**config.mk**
```make
export PLATFORM = sky130hd
export DESIGN_NAME = virl_top
export DESIGN_NICKNAME = d
export VERILOG_FILES = /design/src/hw/virl_pkg.sv /design/src/hw/virl_id_forward.sv /design/src/hw/virl_top.sv
export SDC_FILE = /design/constraint.sdc
export NUM_CORES = 1
export LEC_CHECK = 0
export ABC_AREA = 0
export BUFFER_PORTS_ARGS = -buffer_cell sky130_fd_sc_hd__buf_4
export CAP_MARGIN = 20
export CORE_MARGIN = 4
export CORE_UTILIZATION = 50
export DETAILED_ROUTE_END_ITERATION = 12
export PLACE_DENSITY = 0.75
export SLEW_MARGIN = 10
export SYNTH_ARGS = -nofsm -noshare
export SYNTH_HDL_FRONTEND = slang
export SYNTH_SLANG_ARGS = --single-unit
export TNS_END_PERCENT = 20
```
**constraint.sdc**
```tcl
create_clock -name core_clk -period 2.42 [get_ports core_clk]
set_input_delay 0.242 -clock core_clk [delete_from_list [all_inputs] [get_ports core_clk]]
set_output_delay 0.242 -clock core_clk [all_outputs]
set_load 0.01 [all_outputs]
```
**src/hw/virl_pkg.sv**
```systemverilog
// Shared constants for the interrupt level router
package virl_pkg;
   localparam int          NUM_LVL     = 7;          // Backplane levels 7..1
   localparam int          ADDR_W      = 6;          // Byte address width
   localparam int          DATA_W      = 32;         // Bus data width
   localparam int          ID_W        = 16;         // Status/ID width
   // Register byte offsets
   localparam logic [5:0]  OFS_IRQ_EN  = 6'h00;      // Set / read interrupt-path mask
   localparam logic [5:0]  OFS_IRQ_DIS = 6'h04;      // Clear interrupt-path mask
   localparam logic [5:0]  OFS_SIG_EN  = 6'h08;      // Set / read signal-path mask
   localparam logic [5:0]  OFS_SIG_DIS = 6'h0c;      // Clear signal-path mask
   localparam logic [5:0]  OFS_ROUTE   = 6'h10;      // Path and width selection
   localparam logic [5:0]  OFS_ACKMODE = 6'h14;      // Release mode per level
   localparam logic [5:0]  OFS_CMDSTAT = 6'h18;      // Status of last command
   localparam logic [5:0]  OFS_PHYS    = 6'h1c;      // Physical enables
   localparam logic [5:0]  OFS_INTSTAT = 6'h20;      // Sticky events, read clears
   localparam logic [5:0]  OFS_INTMASK = 6'h24;      // Event mask
   localparam logic [5:0]  OFS_PEND    = 6'h28;      // Deferred signal enables
   localparam logic [5:0]  OFS_CTLSEL  = 6'h2c;      // Addressed controller
   // Field positions
   localparam int          RT_PATH_LSB = 0;          // Route path bits 6:0
   localparam int          RT_WID_LSB  = 8;          // Route width bits 14:8
   localparam int          PHYS_SIG_LSB = 8;         // Signal enables in PHYS
   localparam int          NUM_EVT     = 3;          // Event count
   localparam int          EVT_IRQ     = 0;          // Id sent to handler path
   localparam int          EVT_SIG     = 1;          // Id sent to signal path
   localparam int          EVT_PEND    = 2;          // Deferred enable applied
   // Command status codes, two's complement
   localparam logic [7:0]  ST_OK       = 8'h00;
   localparam logic [7:0]  ST_QFULL    = 8'h01;
   localparam logic [7:0]  ST_NOHW     = 8'hff;
   localparam logic [7:0]  ST_NOCTL    = 8'hfe;
   // Build options
   localparam logic        HW_SUPPORT  = 1'b1;       // Zero models hardware without support
   localparam logic [7:0]  NUM_CTRL    = 8'h01;      // Controllers present
   localparam logic [7:0]  WIDTH8_MASK = 8'hff;      // Low byte kept for 8-bit ids
   // Bus responses
   localparam logic [1:0]  RESP_OKAY   = 2'h0;
   localparam logic [1:0]  RESP_SLVERR = 2'h2;
endpackage : virl_pkg

```
**src/hw/virl_id_forward.sv**
```systemverilog
// Status/ID steering from an acknowledge cycle to one of two paths
`timescale 1ns/100ps
module virl_id_forward (
   input  wire logic        core_clk,        // System clock
   input  wire logic        rst_b,           // Synchronous reset, active low
   input  wire logic        ack_valid,       // Acknowledge cycle completed
   input  wire logic [2:0]  ack_level,       // Level 1..7
   input  wire logic [15:0] ack_id,          // Fetched status/ID
   input  wire logic        to_signal,       // Route of that level
   input  wire logic        width8,          // Width of that level
   output logic             irq_fwd_valid,   // Pulse to handler path
   output logic [2:0]       irq_fwd_level,
   output logic [15:0]      irq_fwd_id,
   output logic             sig_fwd_valid,   // Pulse to signal path
   output logic [2:0]       sig_fwd_level,
   output logic [15:0]      sig_fwd_id
);
   logic [15:0] id_next;   // Width-trimmed id

   assign id_next = width8 ? (ack_id & {8'h00, virl_pkg::WIDTH8_MASK}) : ack_id;

   // path steering; payload holds until the next cycle on its own path
   always_ff @(posedge core_clk) begin
      if (!rst_b) begin
         irq_fwd_valid <= 1'b0;
         irq_fwd_level <= 3'h0;
         irq_fwd_id    <= 16'h0000;
         sig_fwd_valid <= 1'b0;
         sig_fwd_level <= 3'h0;
         sig_fwd_id    <= 16'h0000;
      end else begin
         irq_fwd_valid <= ack_valid & ~to_signal;
         sig_fwd_valid <= ack_valid & to_signal;
         if (ack_valid && !to_signal) begin
            irq_fwd_level <= ack_level;
            irq_fwd_id    <= id_next;
         end
         if (ack_valid && to_signal) begin
            sig_fwd_level <= ack_level;
            sig_fwd_id    <= id_next;
         end
      end
   end
endmodule : virl_id_forward

```
**src/hw/virl_top.sv**
```systemverilog
// Interrupt level router: enable masks, routing, release modes, bus slave
//
// Function
// - Enable command sets levels whose bit is one
// - Interrupt path needs enable and route zero
// - Signal path needs signal enable, route one
// - Queue full: status 1, enable after pop
// - Route bits 6:0 pick signal or interrupt
// - Route bits 14:8 pick 8/16-bit id
// - Route change re-evaluates all physical enables
// - Fetched id goes to path per route
// - Ack-mode bit one selects register-access release
// - Register-access release clears enables on acknowledge
// - Status 0 ok, -1 no support, -2 bad controller
// - Disable clears levels whose bit is one
//
// The register addresses and the AXI4-Lite slave port were decided locally.
`timescale 1ns/100ps
module virl_top (
   input  wire logic        core_clk,          // 40 MHz system clock
   input  wire logic        rst_b,             // Synchronous reset, active low
   input  wire logic        s_axi_awvalid,
   output logic             s_axi_awready,
   input  wire logic [5:0]  s_axi_awaddr,
   input  wire logic        s_axi_wvalid,
   output logic             s_axi_wready,
   input  wire logic [31:0] s_axi_wdata,
   input  wire logic [3:0]  s_axi_wstrb,
   output logic             s_axi_bvalid,
   input  wire logic        s_axi_bready,
   output logic [1:0]       s_axi_bresp,
   input  wire logic        s_axi_arvalid,
   output logic             s_axi_arready,
   input  wire logic [5:0]  s_axi_araddr,
   output logic             s_axi_rvalid,
   input  wire logic        s_axi_rready,
   output logic [31:0]      s_axi_rdata,
   output logic [1:0]       s_axi_rresp,
   input  wire logic        iack_valid,        // Acknowledge cycle done, one pulse
   input  wire logic [2:0]  iack_level,        // Level acknowledged, 1..7
   input  wire logic [15:0] iack_status_id,    // Status/ID fetched
   input  wire logic        sig_queue_full,    // Signal queue has no room
   input  wire logic        signal_queue_pop,  // One entry removed, pulse
   output logic [6:0]       irq_line_enable,   // Physical interrupt-path enables
   output logic [6:0]       sig_line_enable,   // Physical signal-path enables
   output logic             irq_fwd_valid,
   output logic [2:0]       irq_fwd_level,
   output logic [15:0]      irq_fwd_id,
   output logic             sig_fwd_valid,
   output logic [2:0]       sig_fwd_level,
   output logic [15:0]      sig_fwd_id,
   output logic             irq_out            // Level interrupt to the CPU
);
   // Configuration state
   logic [6:0]  irq_en_reg, irq_en_next;       // Interrupt-path enable mask
   logic [6:0]  sig_en_reg, sig_en_next;       // Signal-path enable mask
   logic [6:0]  pend_reg, pend_next;           // Signal enables waiting for room
   logic [14:0] route_reg, route_next;         // Path and width per level
   logic [6:0]  ackmode_reg, ackmode_next;     // Release mode per level
   logic [7:0]  cmdstat_reg, cmdstat_next;     // Last command status
   logic [7:0]  ctlsel_reg, ctlsel_next;       // Addressed controller
   logic [2:0]  intstat_reg, intstat_next;     // Sticky events
   logic [2:0]  intmask_reg, intmask_next;     // Event mask
   // Bus slave state
   logic        aw_full_reg, w_full_reg;       // Address / data captured
   logic [5:0]  aw_addr_reg;
   logic [31:0] w_data_reg;
   logic [3:0]  w_strb_reg;
   logic        ar_take, r_take, aw_take, w_take, b_take;
   logic        wr_fire;                       // Register write happens now
   logic [31:0] lane_mask, wd;                 // Byte-lane filtered data
   logic        wr_irq_en, wr_irq_dis, wr_sig_en, wr_sig_dis;
   logic        wr_route, wr_ackmode, wr_intmask, wr_ctlsel, wr_cmd;
   logic        wr_hit, rd_hit, rd_intstat;
   logic [31:0] rd_mux;
   logic [7:0]  cmd_status;                    // Verdict for a command write
   logic        cmd_ok;                        // Command may act
   logic        sig_defer;                     // Signal enable must wait
   logic        pend_apply;                    // Deferred enable applied now
   logic [6:0]  ack_hit, release_on_register_access_clr;             // Acknowledge decode per level
   logic [6:0]  wr_vec;
   logic [2:0]  evt;                           // Events this cycle
   logic        lvl_route_sig, lvl_width8;     // Settings of acked level
   // Handshakes on the five channels
   assign aw_take = s_axi_awvalid & s_axi_awready;
   assign w_take  = s_axi_wvalid & s_axi_wready;
   assign b_take  = s_axi_bvalid & s_axi_bready;
   assign ar_take = s_axi_arvalid & s_axi_arready;
   assign r_take  = s_axi_rvalid & s_axi_rready;
   // Write executes once both halves are held and no response is pending
   assign wr_fire = aw_full_reg & w_full_reg & ~s_axi_bvalid;
   // Byte lanes with a low strobe read as zero, so set/clear leaves them alone
   assign lane_mask = {{8{w_strb_reg[3]}}, {8{w_strb_reg[2]}},
                       {8{w_strb_reg[1]}}, {8{w_strb_reg[0]}}};
   assign wd        = w_data_reg & lane_mask;
   assign wr_vec    = wd[6:0];
   // Write address decode
   assign wr_irq_en  = wr_fire & (aw_addr_reg == virl_pkg::OFS_IRQ_EN);
   assign wr_irq_dis = wr_fire & (aw_addr_reg == virl_pkg::OFS_IRQ_DIS);
   assign wr_sig_en  = wr_fire & (aw_addr_reg == virl_pkg::OFS_SIG_EN);
   assign wr_sig_dis = wr_fire & (aw_addr_reg == virl_pkg::OFS_SIG_DIS);
   assign wr_route   = wr_fire & (aw_addr_reg == virl_pkg::OFS_ROUTE);
   assign wr_ackmode = wr_fire & (aw_addr_reg == virl_pkg::OFS_ACKMODE);
   assign wr_intmask = wr_fire & (aw_addr_reg == virl_pkg::OFS_INTMASK);
   assign wr_ctlsel  = wr_fire & (aw_addr_reg == virl_pkg::OFS_CTLSEL);
   assign wr_cmd     = wr_irq_en | wr_irq_dis | wr_sig_en | wr_sig_dis
                       | wr_route | wr_ackmode;
   // Read-only registers accept writes silently
   assign wr_hit = (aw_addr_reg[1:0] == 2'h0) && (aw_addr_reg <= virl_pkg::OFS_CTLSEL);
   // command verdict, missing hardware checked first
   assign cmd_status = !virl_pkg::HW_SUPPORT           ? virl_pkg::ST_NOHW  :
                       (ctlsel_reg >= virl_pkg::NUM_CTRL) ? virl_pkg::ST_NOCTL :
                       sig_defer                         ? virl_pkg::ST_QFULL :
                                                           virl_pkg::ST_OK;
   assign cmd_ok = virl_pkg::HW_SUPPORT & (ctlsel_reg < virl_pkg::NUM_CTRL);
   // a full queue defers a signal enable
   assign sig_defer  = wr_sig_en & sig_queue_full & (wr_vec != 7'h00);
   assign pend_apply = signal_queue_pop & (pend_reg != 7'h00);
   // Acknowledge decode and release handling, one slice per level
   genvar g;
   generate
      for (g = 0; g < virl_pkg::NUM_LVL; g++) begin : g_lvl
         assign ack_hit[g]  = iack_valid & (iack_level == 3'(g + 1));
         assign release_on_register_access_clr[g] = ack_hit[g] & ackmode_reg[g];
      end
   endgenerate
   // Next values of the enable masks; a new enable beats a release clear
   always_comb begin
      irq_en_next = irq_en_reg & ~release_on_register_access_clr;
      sig_en_next = sig_en_reg & ~release_on_register_access_clr;
      pend_next   = pend_reg;
      if (pend_apply) begin
         // deferred enable lands after a pop
         sig_en_next = sig_en_next | pend_reg;
         pend_next   = 7'h00;
      end
      if (cmd_ok) begin
         if (wr_irq_en)
            irq_en_next = irq_en_next | wr_vec;
         if (wr_irq_dis)
            irq_en_next = irq_en_next & ~wr_vec;
         if (wr_sig_en && sig_defer)
            pend_next = pend_next | wr_vec;
         else if (wr_sig_en)
            sig_en_next = sig_en_next | wr_vec;
         if (wr_sig_dis) begin
            sig_en_next = sig_en_next & ~wr_vec;
            pend_next   = pend_next & ~wr_vec;
         end
      end
   end
   // route and ack mode honour byte strobes
   assign route_next   = (wr_route && cmd_ok) ?
                         ((route_reg & ~lane_mask[14:0]) | wd[14:0]) : route_reg;
   assign ackmode_next = (wr_ackmode && cmd_ok) ?
                         ((ackmode_reg & ~lane_mask[6:0]) | wr_vec) : ackmode_reg;
   assign cmdstat_next = wr_cmd ? cmd_status : cmdstat_reg;
   assign ctlsel_next  = wr_ctlsel ?
                         ((ctlsel_reg & ~lane_mask[7:0]) | wd[7:0]) : ctlsel_reg;
   assign intmask_next = wr_intmask ?
                         ((intmask_reg & ~lane_mask[2:0]) | wd[2:0]) : intmask_reg;
   // Events; a read clears the sticky bits but an event that cycle survives
   assign evt[virl_pkg::EVT_IRQ]  = iack_valid & ~lvl_route_sig;
   assign evt[virl_pkg::EVT_SIG]  = iack_valid & lvl_route_sig;
   assign evt[virl_pkg::EVT_PEND] = pend_apply;
   assign rd_intstat   = ar_take & (s_axi_araddr == virl_pkg::OFS_INTSTAT);
   assign intstat_next = (rd_intstat ? 3'h0 : intstat_reg) | evt;
   // Settings of the level being acknowledged
   assign lvl_route_sig = |(ack_hit & route_reg[6:0]);
   assign lvl_width8    = |(ack_hit & route_reg[14:8]);
   // Read data selection
   assign rd_hit = (s_axi_araddr[1:0] == 2'h0) && (s_axi_araddr <= virl_pkg::OFS_CTLSEL);
   assign rd_mux =
      (s_axi_araddr == virl_pkg::OFS_IRQ_EN)  ? {25'h0, irq_en_reg} :
      (s_axi_araddr == virl_pkg::OFS_SIG_EN)  ? {25'h0, sig_en_reg} :
      (s_axi_araddr == virl_pkg::OFS_ROUTE)   ? {17'h0, route_reg} :
      (s_axi_araddr == virl_pkg::OFS_ACKMODE) ? {25'h0, ackmode_reg} :
      (s_axi_araddr == virl_pkg::OFS_CMDSTAT) ? {{24{cmdstat_reg[7]}}, cmdstat_reg} :
      (s_axi_araddr == virl_pkg::OFS_PHYS)    ? {17'h0, sig_line_enable, 1'b0,
                                                 irq_line_enable} :
      (s_axi_araddr == virl_pkg::OFS_INTSTAT) ? {29'h0, intstat_reg} :
      (s_axi_araddr == virl_pkg::OFS_INTMASK) ? {29'h0, intmask_reg} :
      (s_axi_araddr == virl_pkg::OFS_PEND)    ? {25'h0, pend_reg} :
      (s_axi_araddr == virl_pkg::OFS_CTLSEL)  ? {24'h0, ctlsel_reg} :
                                                32'h0;
   // Write channel capture and response
   always_ff @(posedge core_clk) begin
      if (!rst_b) begin
         s_axi_awready <= 1'b1;
         s_axi_wready  <= 1'b1;
         aw_full_reg   <= 1'b0;
         w_full_reg    <= 1'b0;
         aw_addr_reg   <= 6'h00;
         w_data_reg    <= 32'h0;
         w_strb_reg    <= 4'h0;
         s_axi_bvalid  <= 1'b0;
         s_axi_bresp   <= virl_pkg::RESP_OKAY;
      end else begin
         if (aw_take) begin
            s_axi_awready <= 1'b0;
            aw_full_reg   <= 1'b1;
            aw_addr_reg   <= s_axi_awaddr;
         end
         if (w_take) begin
            s_axi_wready <= 1'b0;
            w_full_reg   <= 1'b1;
            w_data_reg   <= s_axi_wdata;
            w_strb_reg   <= s_axi_wstrb;
         end
         if (wr_fire) begin
            // Unmapped or misaligned address answers SLVERR
            aw_full_reg  <= 1'b0;
            w_full_reg   <= 1'b0;
            s_axi_bvalid <= 1'b1;
            s_axi_bresp  <= wr_hit ? virl_pkg::RESP_OKAY : virl_pkg::RESP_SLVERR;
         end
         // Ready returns only after the response, one write at a time
         if (b_take) begin
            s_axi_bvalid  <= 1'b0;
            s_axi_awready <= 1'b1;
            s_axi_wready  <= 1'b1;
         end
      end
   end
   // Read channel; data register loads when the address is taken
   always_ff @(posedge core_clk) begin
      if (!rst_b) begin
         s_axi_arready <= 1'b1;
         s_axi_rvalid  <= 1'b0;
         s_axi_rdata   <= 32'h0;
         s_axi_rresp   <= virl_pkg::RESP_OKAY;
      end else if (ar_take) begin
         s_axi_arready <= 1'b0;
         s_axi_rvalid  <= 1'b1;
         s_axi_rdata   <= rd_mux;
         s_axi_rresp   <= rd_hit ? virl_pkg::RESP_OKAY : virl_pkg::RESP_SLVERR;
      end else if (r_take) begin
         s_axi_arready <= 1'b1;
         s_axi_rvalid  <= 1'b0;
      end
   end
   // Configuration registers
   always_ff @(posedge core_clk) begin
      if (!rst_b) begin
         // reset to all disabled, interrupt path, 16-bit, ack release
         irq_en_reg  <= 7'h00;
         sig_en_reg  <= 7'h00;
         pend_reg    <= 7'h00;
         route_reg   <= 15'h0000;
         ackmode_reg <= 7'h00;
         cmdstat_reg <= virl_pkg::ST_OK;
         ctlsel_reg  <= 8'h00;
         intstat_reg <= 3'h0;
         intmask_reg <= 3'h0;
      end else begin
         irq_en_reg  <= irq_en_next;
         sig_en_reg  <= sig_en_next;
         pend_reg    <= pend_next;
         route_reg   <= route_next;
         ackmode_reg <= ackmode_next;
         cmdstat_reg <= cmdstat_next;
         ctlsel_reg  <= ctlsel_next;
         intstat_reg <= intstat_next;
         intmask_reg <= intmask_next;
      end
   end
   // Physical enables follow the stored state one cycle later, from flops
   always_ff @(posedge core_clk) begin
      if (!rst_b) begin
         irq_line_enable <= 7'h00;
         sig_line_enable <= 7'h00;
         irq_out         <= 1'b0;
      end else begin
         irq_line_enable <= irq_en_reg & ~route_reg[6:0];
         sig_line_enable <= sig_en_reg & route_reg[6:0];
         irq_out         <= |(intstat_next & intmask_next);
      end
   end
   virl_id_forward u_fwd (
      .core_clk      (core_clk),
      .rst_b         (rst_b),
      .ack_valid     (iack_valid),
      .ack_level     (iack_level),
      .ack_id        (iack_status_id),
      .to_signal     (lvl_route_sig),
      .width8        (lvl_width8),
      .irq_fwd_valid (irq_fwd_valid),
      .irq_fwd_level (irq_fwd_level),
      .irq_fwd_id    (irq_fwd_id),
      .sig_fwd_valid (sig_fwd_valid),
      .sig_fwd_level (sig_fwd_level),
      .sig_fwd_id    (sig_fwd_id)
   );
   // Checks beside the logic
   property p_irq_phys;
      @(posedge core_clk) disable iff (!rst_b)
      1'b1 |=> irq_line_enable == $past(irq_en_reg & ~route_reg[6:0]);
   endproperty
   a_irq_phys: assert property (p_irq_phys) else $error("irq line enable wrong");
   property p_sig_phys;
      @(posedge core_clk) disable iff (!rst_b)
      1'b1 |=> sig_line_enable == $past(sig_en_reg & route_reg[6:0]);
   endproperty
   a_sig_phys: assert property (p_sig_phys) else $error("signal line enable wrong");
   property p_set_only;
      @(posedge core_clk) disable iff (!rst_b)
      (wr_irq_en && cmd_ok) |=> ((irq_en_reg & $past(wr_vec)) == $past(wr_vec))
                                && ((irq_en_reg | $past(irq_en_reg & ~release_on_register_access_clr))
                                    == irq_en_reg);
   endproperty
   a_set_only: assert property (p_set_only) else $error("enable command lost a bit");
   property p_clear_only;
      @(posedge core_clk) disable iff (!rst_b)
      (wr_irq_dis && cmd_ok) |=> (irq_en_reg & $past(wr_vec)) == 7'h00
                                 && irq_en_reg == ($past(irq_en_reg) & ~$past(wr_vec)
                                                   & ~$past(release_on_register_access_clr));
   endproperty
   a_clear_only: assert property (p_clear_only) else $error("disable command wrong");
   property p_defer;
      @(posedge core_clk) disable iff (!rst_b)
      (sig_defer && cmd_ok && !pend_apply) |=> cmdstat_reg == virl_pkg::ST_QFULL
                                              && (pend_reg & $past(wr_vec)) == $past(wr_vec);
   endproperty
   a_defer: assert property (p_defer) else $error("queue full not deferred");
   property p_route_reeval;
      @(posedge core_clk) disable iff (!rst_b)
      $changed(route_reg) |=> irq_line_enable == $past(irq_en_reg & ~route_reg[6:0])
                              && sig_line_enable == $past(sig_en_reg & route_reg[6:0]);
   endproperty
   a_route_reeval: assert property (p_route_reeval) else $error("route not applied");
   property p_release_on_register_access_clear;
      @(posedge core_clk) disable iff (!rst_b)
      (|release_on_register_access_clr && !wr_fire && !pend_apply) |=>
         ((irq_en_reg | sig_en_reg) & $past(release_on_register_access_clr)) == 7'h00;
   endproperty
   a_release_on_register_access_clear: assert property (p_release_on_register_access_clear) else $error("release did not clear");
   property p_bad_ctl;
      @(posedge core_clk) disable iff (!rst_b)
      (wr_cmd && virl_pkg::HW_SUPPORT && ctlsel_reg >= virl_pkg::NUM_CTRL)
         |=> cmdstat_reg == virl_pkg::ST_NOCTL && $stable(route_reg);
   endproperty
   a_bad_ctl: assert property (p_bad_ctl) else $error("bad controller accepted");
   property p_steer;
      @(posedge core_clk) disable iff (!rst_b)
      iack_valid |=> (sig_fwd_valid == $past(lvl_route_sig))
                     && (irq_fwd_valid != sig_fwd_valid);
   endproperty
   a_steer: assert property (p_steer) else $error("id sent to wrong path");
   property p_width8;
      @(posedge core_clk) disable iff (!rst_b)
      (iack_valid && lvl_width8) |=> (irq_fwd_valid ? irq_fwd_id[15:8] : sig_fwd_id[15:8])
                                     == 8'h00;
   endproperty
   a_width8: assert property (p_width8) else $error("8-bit id not trimmed");
   c_defer_then_pop: cover property (@(posedge core_clk) disable iff (!rst_b)
                                     sig_defer ##[1:20] pend_apply);
   c_release_on_register_access_ack: cover property (@(posedge core_clk) disable iff (!rst_b) |release_on_register_access_clr);
   c_sig_fwd: cover property (@(posedge core_clk) disable iff (!rst_b) sig_fwd_valid);
   c_irq_out: cover property (@(posedge core_clk) disable iff (!rst_b) $rose(irq_out));
endmodule : virl_top

```
==> results.ini <==
[sta]
drv_slew=0
finalCriticalPeriod_ps=2050
skew_ps=6.29
clock.fmax_mhz=489
hold_viol_final=0
worstMarginPinSlew_ps=613
max_slew_margin=0.591
setup_viol=0
finalCritPeriodShare=0.846
rsz0062_at_grt=no
finalSetupTns_ps=0

[route]
antenna_left=0
first_pass_iters=6
wire_per_inst_um=17.7
routed_wl_um=20000
via_per_inst=5.70
drc_errors=0
num_vias=6415
drt-initial-drc-count=654

[cts]
clock_sinks=162
post_cts_buffers=0
clk_pin_slew_ps=60
ctsRootBufferMaster=clkbuf_16
cts_tree=built
worstSkewPairLatency_ps=430
cts_inserted_buffers=17
clk_path_buf_depth=2
cts-hold-fix-buffers=0
cts_resized=0
htreeDepth=4

[worst_setup_path]
cpPeakStageDelay_ps=510
worst-setup-path-type=reg -> reg
crit_path_max_fanout=7
endpoint_kind=flip-flop
cp_data_arrival_time_ps=2390
cp.required_ps=2770
crit_path_start_kind=flip-flop
rr_worst_depth=5
cp_cell_sequence=nand3b_1, or3_4, nor3_4, a222oi_1, a211oi_2
cpMaxStageDelayCell=or3_4

[grt]
grt_pass1_vias=5974
grt_start_max_net_pins=61
antenna_found_initial=0
grt_overflow_total=0
grt_pass1_wl_um=31900
gr-usage-all-layers=0.248

[final_layout]
instances_no_fill=1126
layout.nets=1011
diodes=0
final_area_mm2=0.00878
area_growth_pct=24.1
drive_gt1_frac=0.240
nFillCells=1219

[synthesis]
netlist_area_mm2=0.00707
synthCells=813
synth.most_common_cell=dfxtp_1
ys.flop_type=dfxtp_1
yosysSeqAreaShare=0.459
ys_ff_latch=162
synth_common_cells=dfxtp_1 (162), nand2_1 (121), nor2_1 (94)
yosys-top-cells-area=dfxtp_1 (46%), mux2i_1 (7.2%), nand2_1 (6.4%), a21oi_1 (5.2%), nor2_1 (5.0%)
yosysWarnings=0
synth_top_area_share=0.459
yosysTopAreaCell=dfxtp_1
postSynthAreaPerCell_um2=8.70
async_reset_ff_frac=0
synth_edf_count=0
synth_cell_types=63

[min_path]
whs_path_depth=2
holdCritPathClass=in -> reg

[outcome]
status=finished clean

[die]
dieArea_mm2=0.0161
core_mm2=0.0139
num_rows=43
start_util=0.510
chipHeight_um=127
pin_count=173
die_w_um=127

[power_and_ir_drop]
leakagePower_uw=0.00370
power_density_mw_per_mm2=646
ir_drop_mv=0.445
power_uw=5670

[placed_design]
dp_hpwl_um=14500
io_buffers=151
gp_congestion=0.928
post_dp_cell_area_mm2=0.00826
place_inst=1095

[run]
drv_cap=0

final cells by class:
cell class | count | area, um2 | share of cell area
tap | 180 | 225 | 0.0256
sequential | 162 | 3240 | 0.369
clock inverter | 8 | 56.3 | 0.00641
timing repair buffer | 176 | 1330 | 0.152
inverter | 9 | 35.0 | 0.00399
clock buffer | 23 | 468 | 0.0533
multi-input combinational | 568 | 3420 | 0.389
worst max-delay path, delay by kind of cell, from the launching register on:
family	cells	cell delay, ps
AO/OA/AOI/OAI	2	380
flip-flops	1	330
AND/OR/NAND/NOR	3	1250
kinds of logic (layout without fill, tap and decap cells):
group / after synthesis / count (layout) / synth area share
buf+inv: 84 / 216 / 0.0586
compound gates: 196 / 196 / 0.188
flops: 162 / 162 / 0.459
mux: 56 / 56 / 0.0833
other cells: 1 / 2 / 0.000530
simple gates: 314 / 314 / 0.211
metal layers:
metal	wire, um	GRT usage
met5	0	0
met4	529	0.0890
met3	1960	0.0762
met2	8790	0.368
met1	8690	0.341
path summary, 6_finish.rpt:
check,slack (ps),from,end
setup / recovery,370,s_axi_bvalid,sig_en_reg[1]
hold reg to reg,450,u_fwd.irq_fwd_id[10],u_fwd.irq_fwd_id[10]
setup reg to reg,370,s_axi_bvalid,sig_en_reg[1]
hold / removal,10,s_axi_wvalid,s_axi_wready
metrics by stage:
stage,hold WS (ps),util,setup WS (ps)
finish,12.6,0.633,373
global route,30.9,0.633,153
CTS,3.58,0.633,377
detailed placement,448,0.595,399
global placement,439,0.595,429
floorplan,342,-,539
report_power, final:
group	internal, uW	total [uW]	switching [uW]
Clock	1360	2410	1050
Combinational	203	487	283
Sequential	2730	2770	45.7
cells in the final DEF (no fill, tap or decap), drive strengths merged, types with 4 or more instances in the layout:
master / n
a2111oi: 6
a211oi: 7
a21oi: 75
a221oi: 4
a222oi: 8
a22oi: 13
a32o: 9
a32oi: 8
and2: 8
and3: 12
buf: 176
clkbuf: 23
clkinvlp: 5
dfxtp: 162
inv: 9
mux2i: 51
nand2: 121
nand2b: 7
nand3: 23
nand4: 5
nor2: 95
nor2b: 7
nor3: 9
nor4: 10
o21ai: 28
o22a: 4
o22ai: 10
o2bb2ai: 7
or3: 4
No activity file was read; power rests on OpenSTA's default activity.
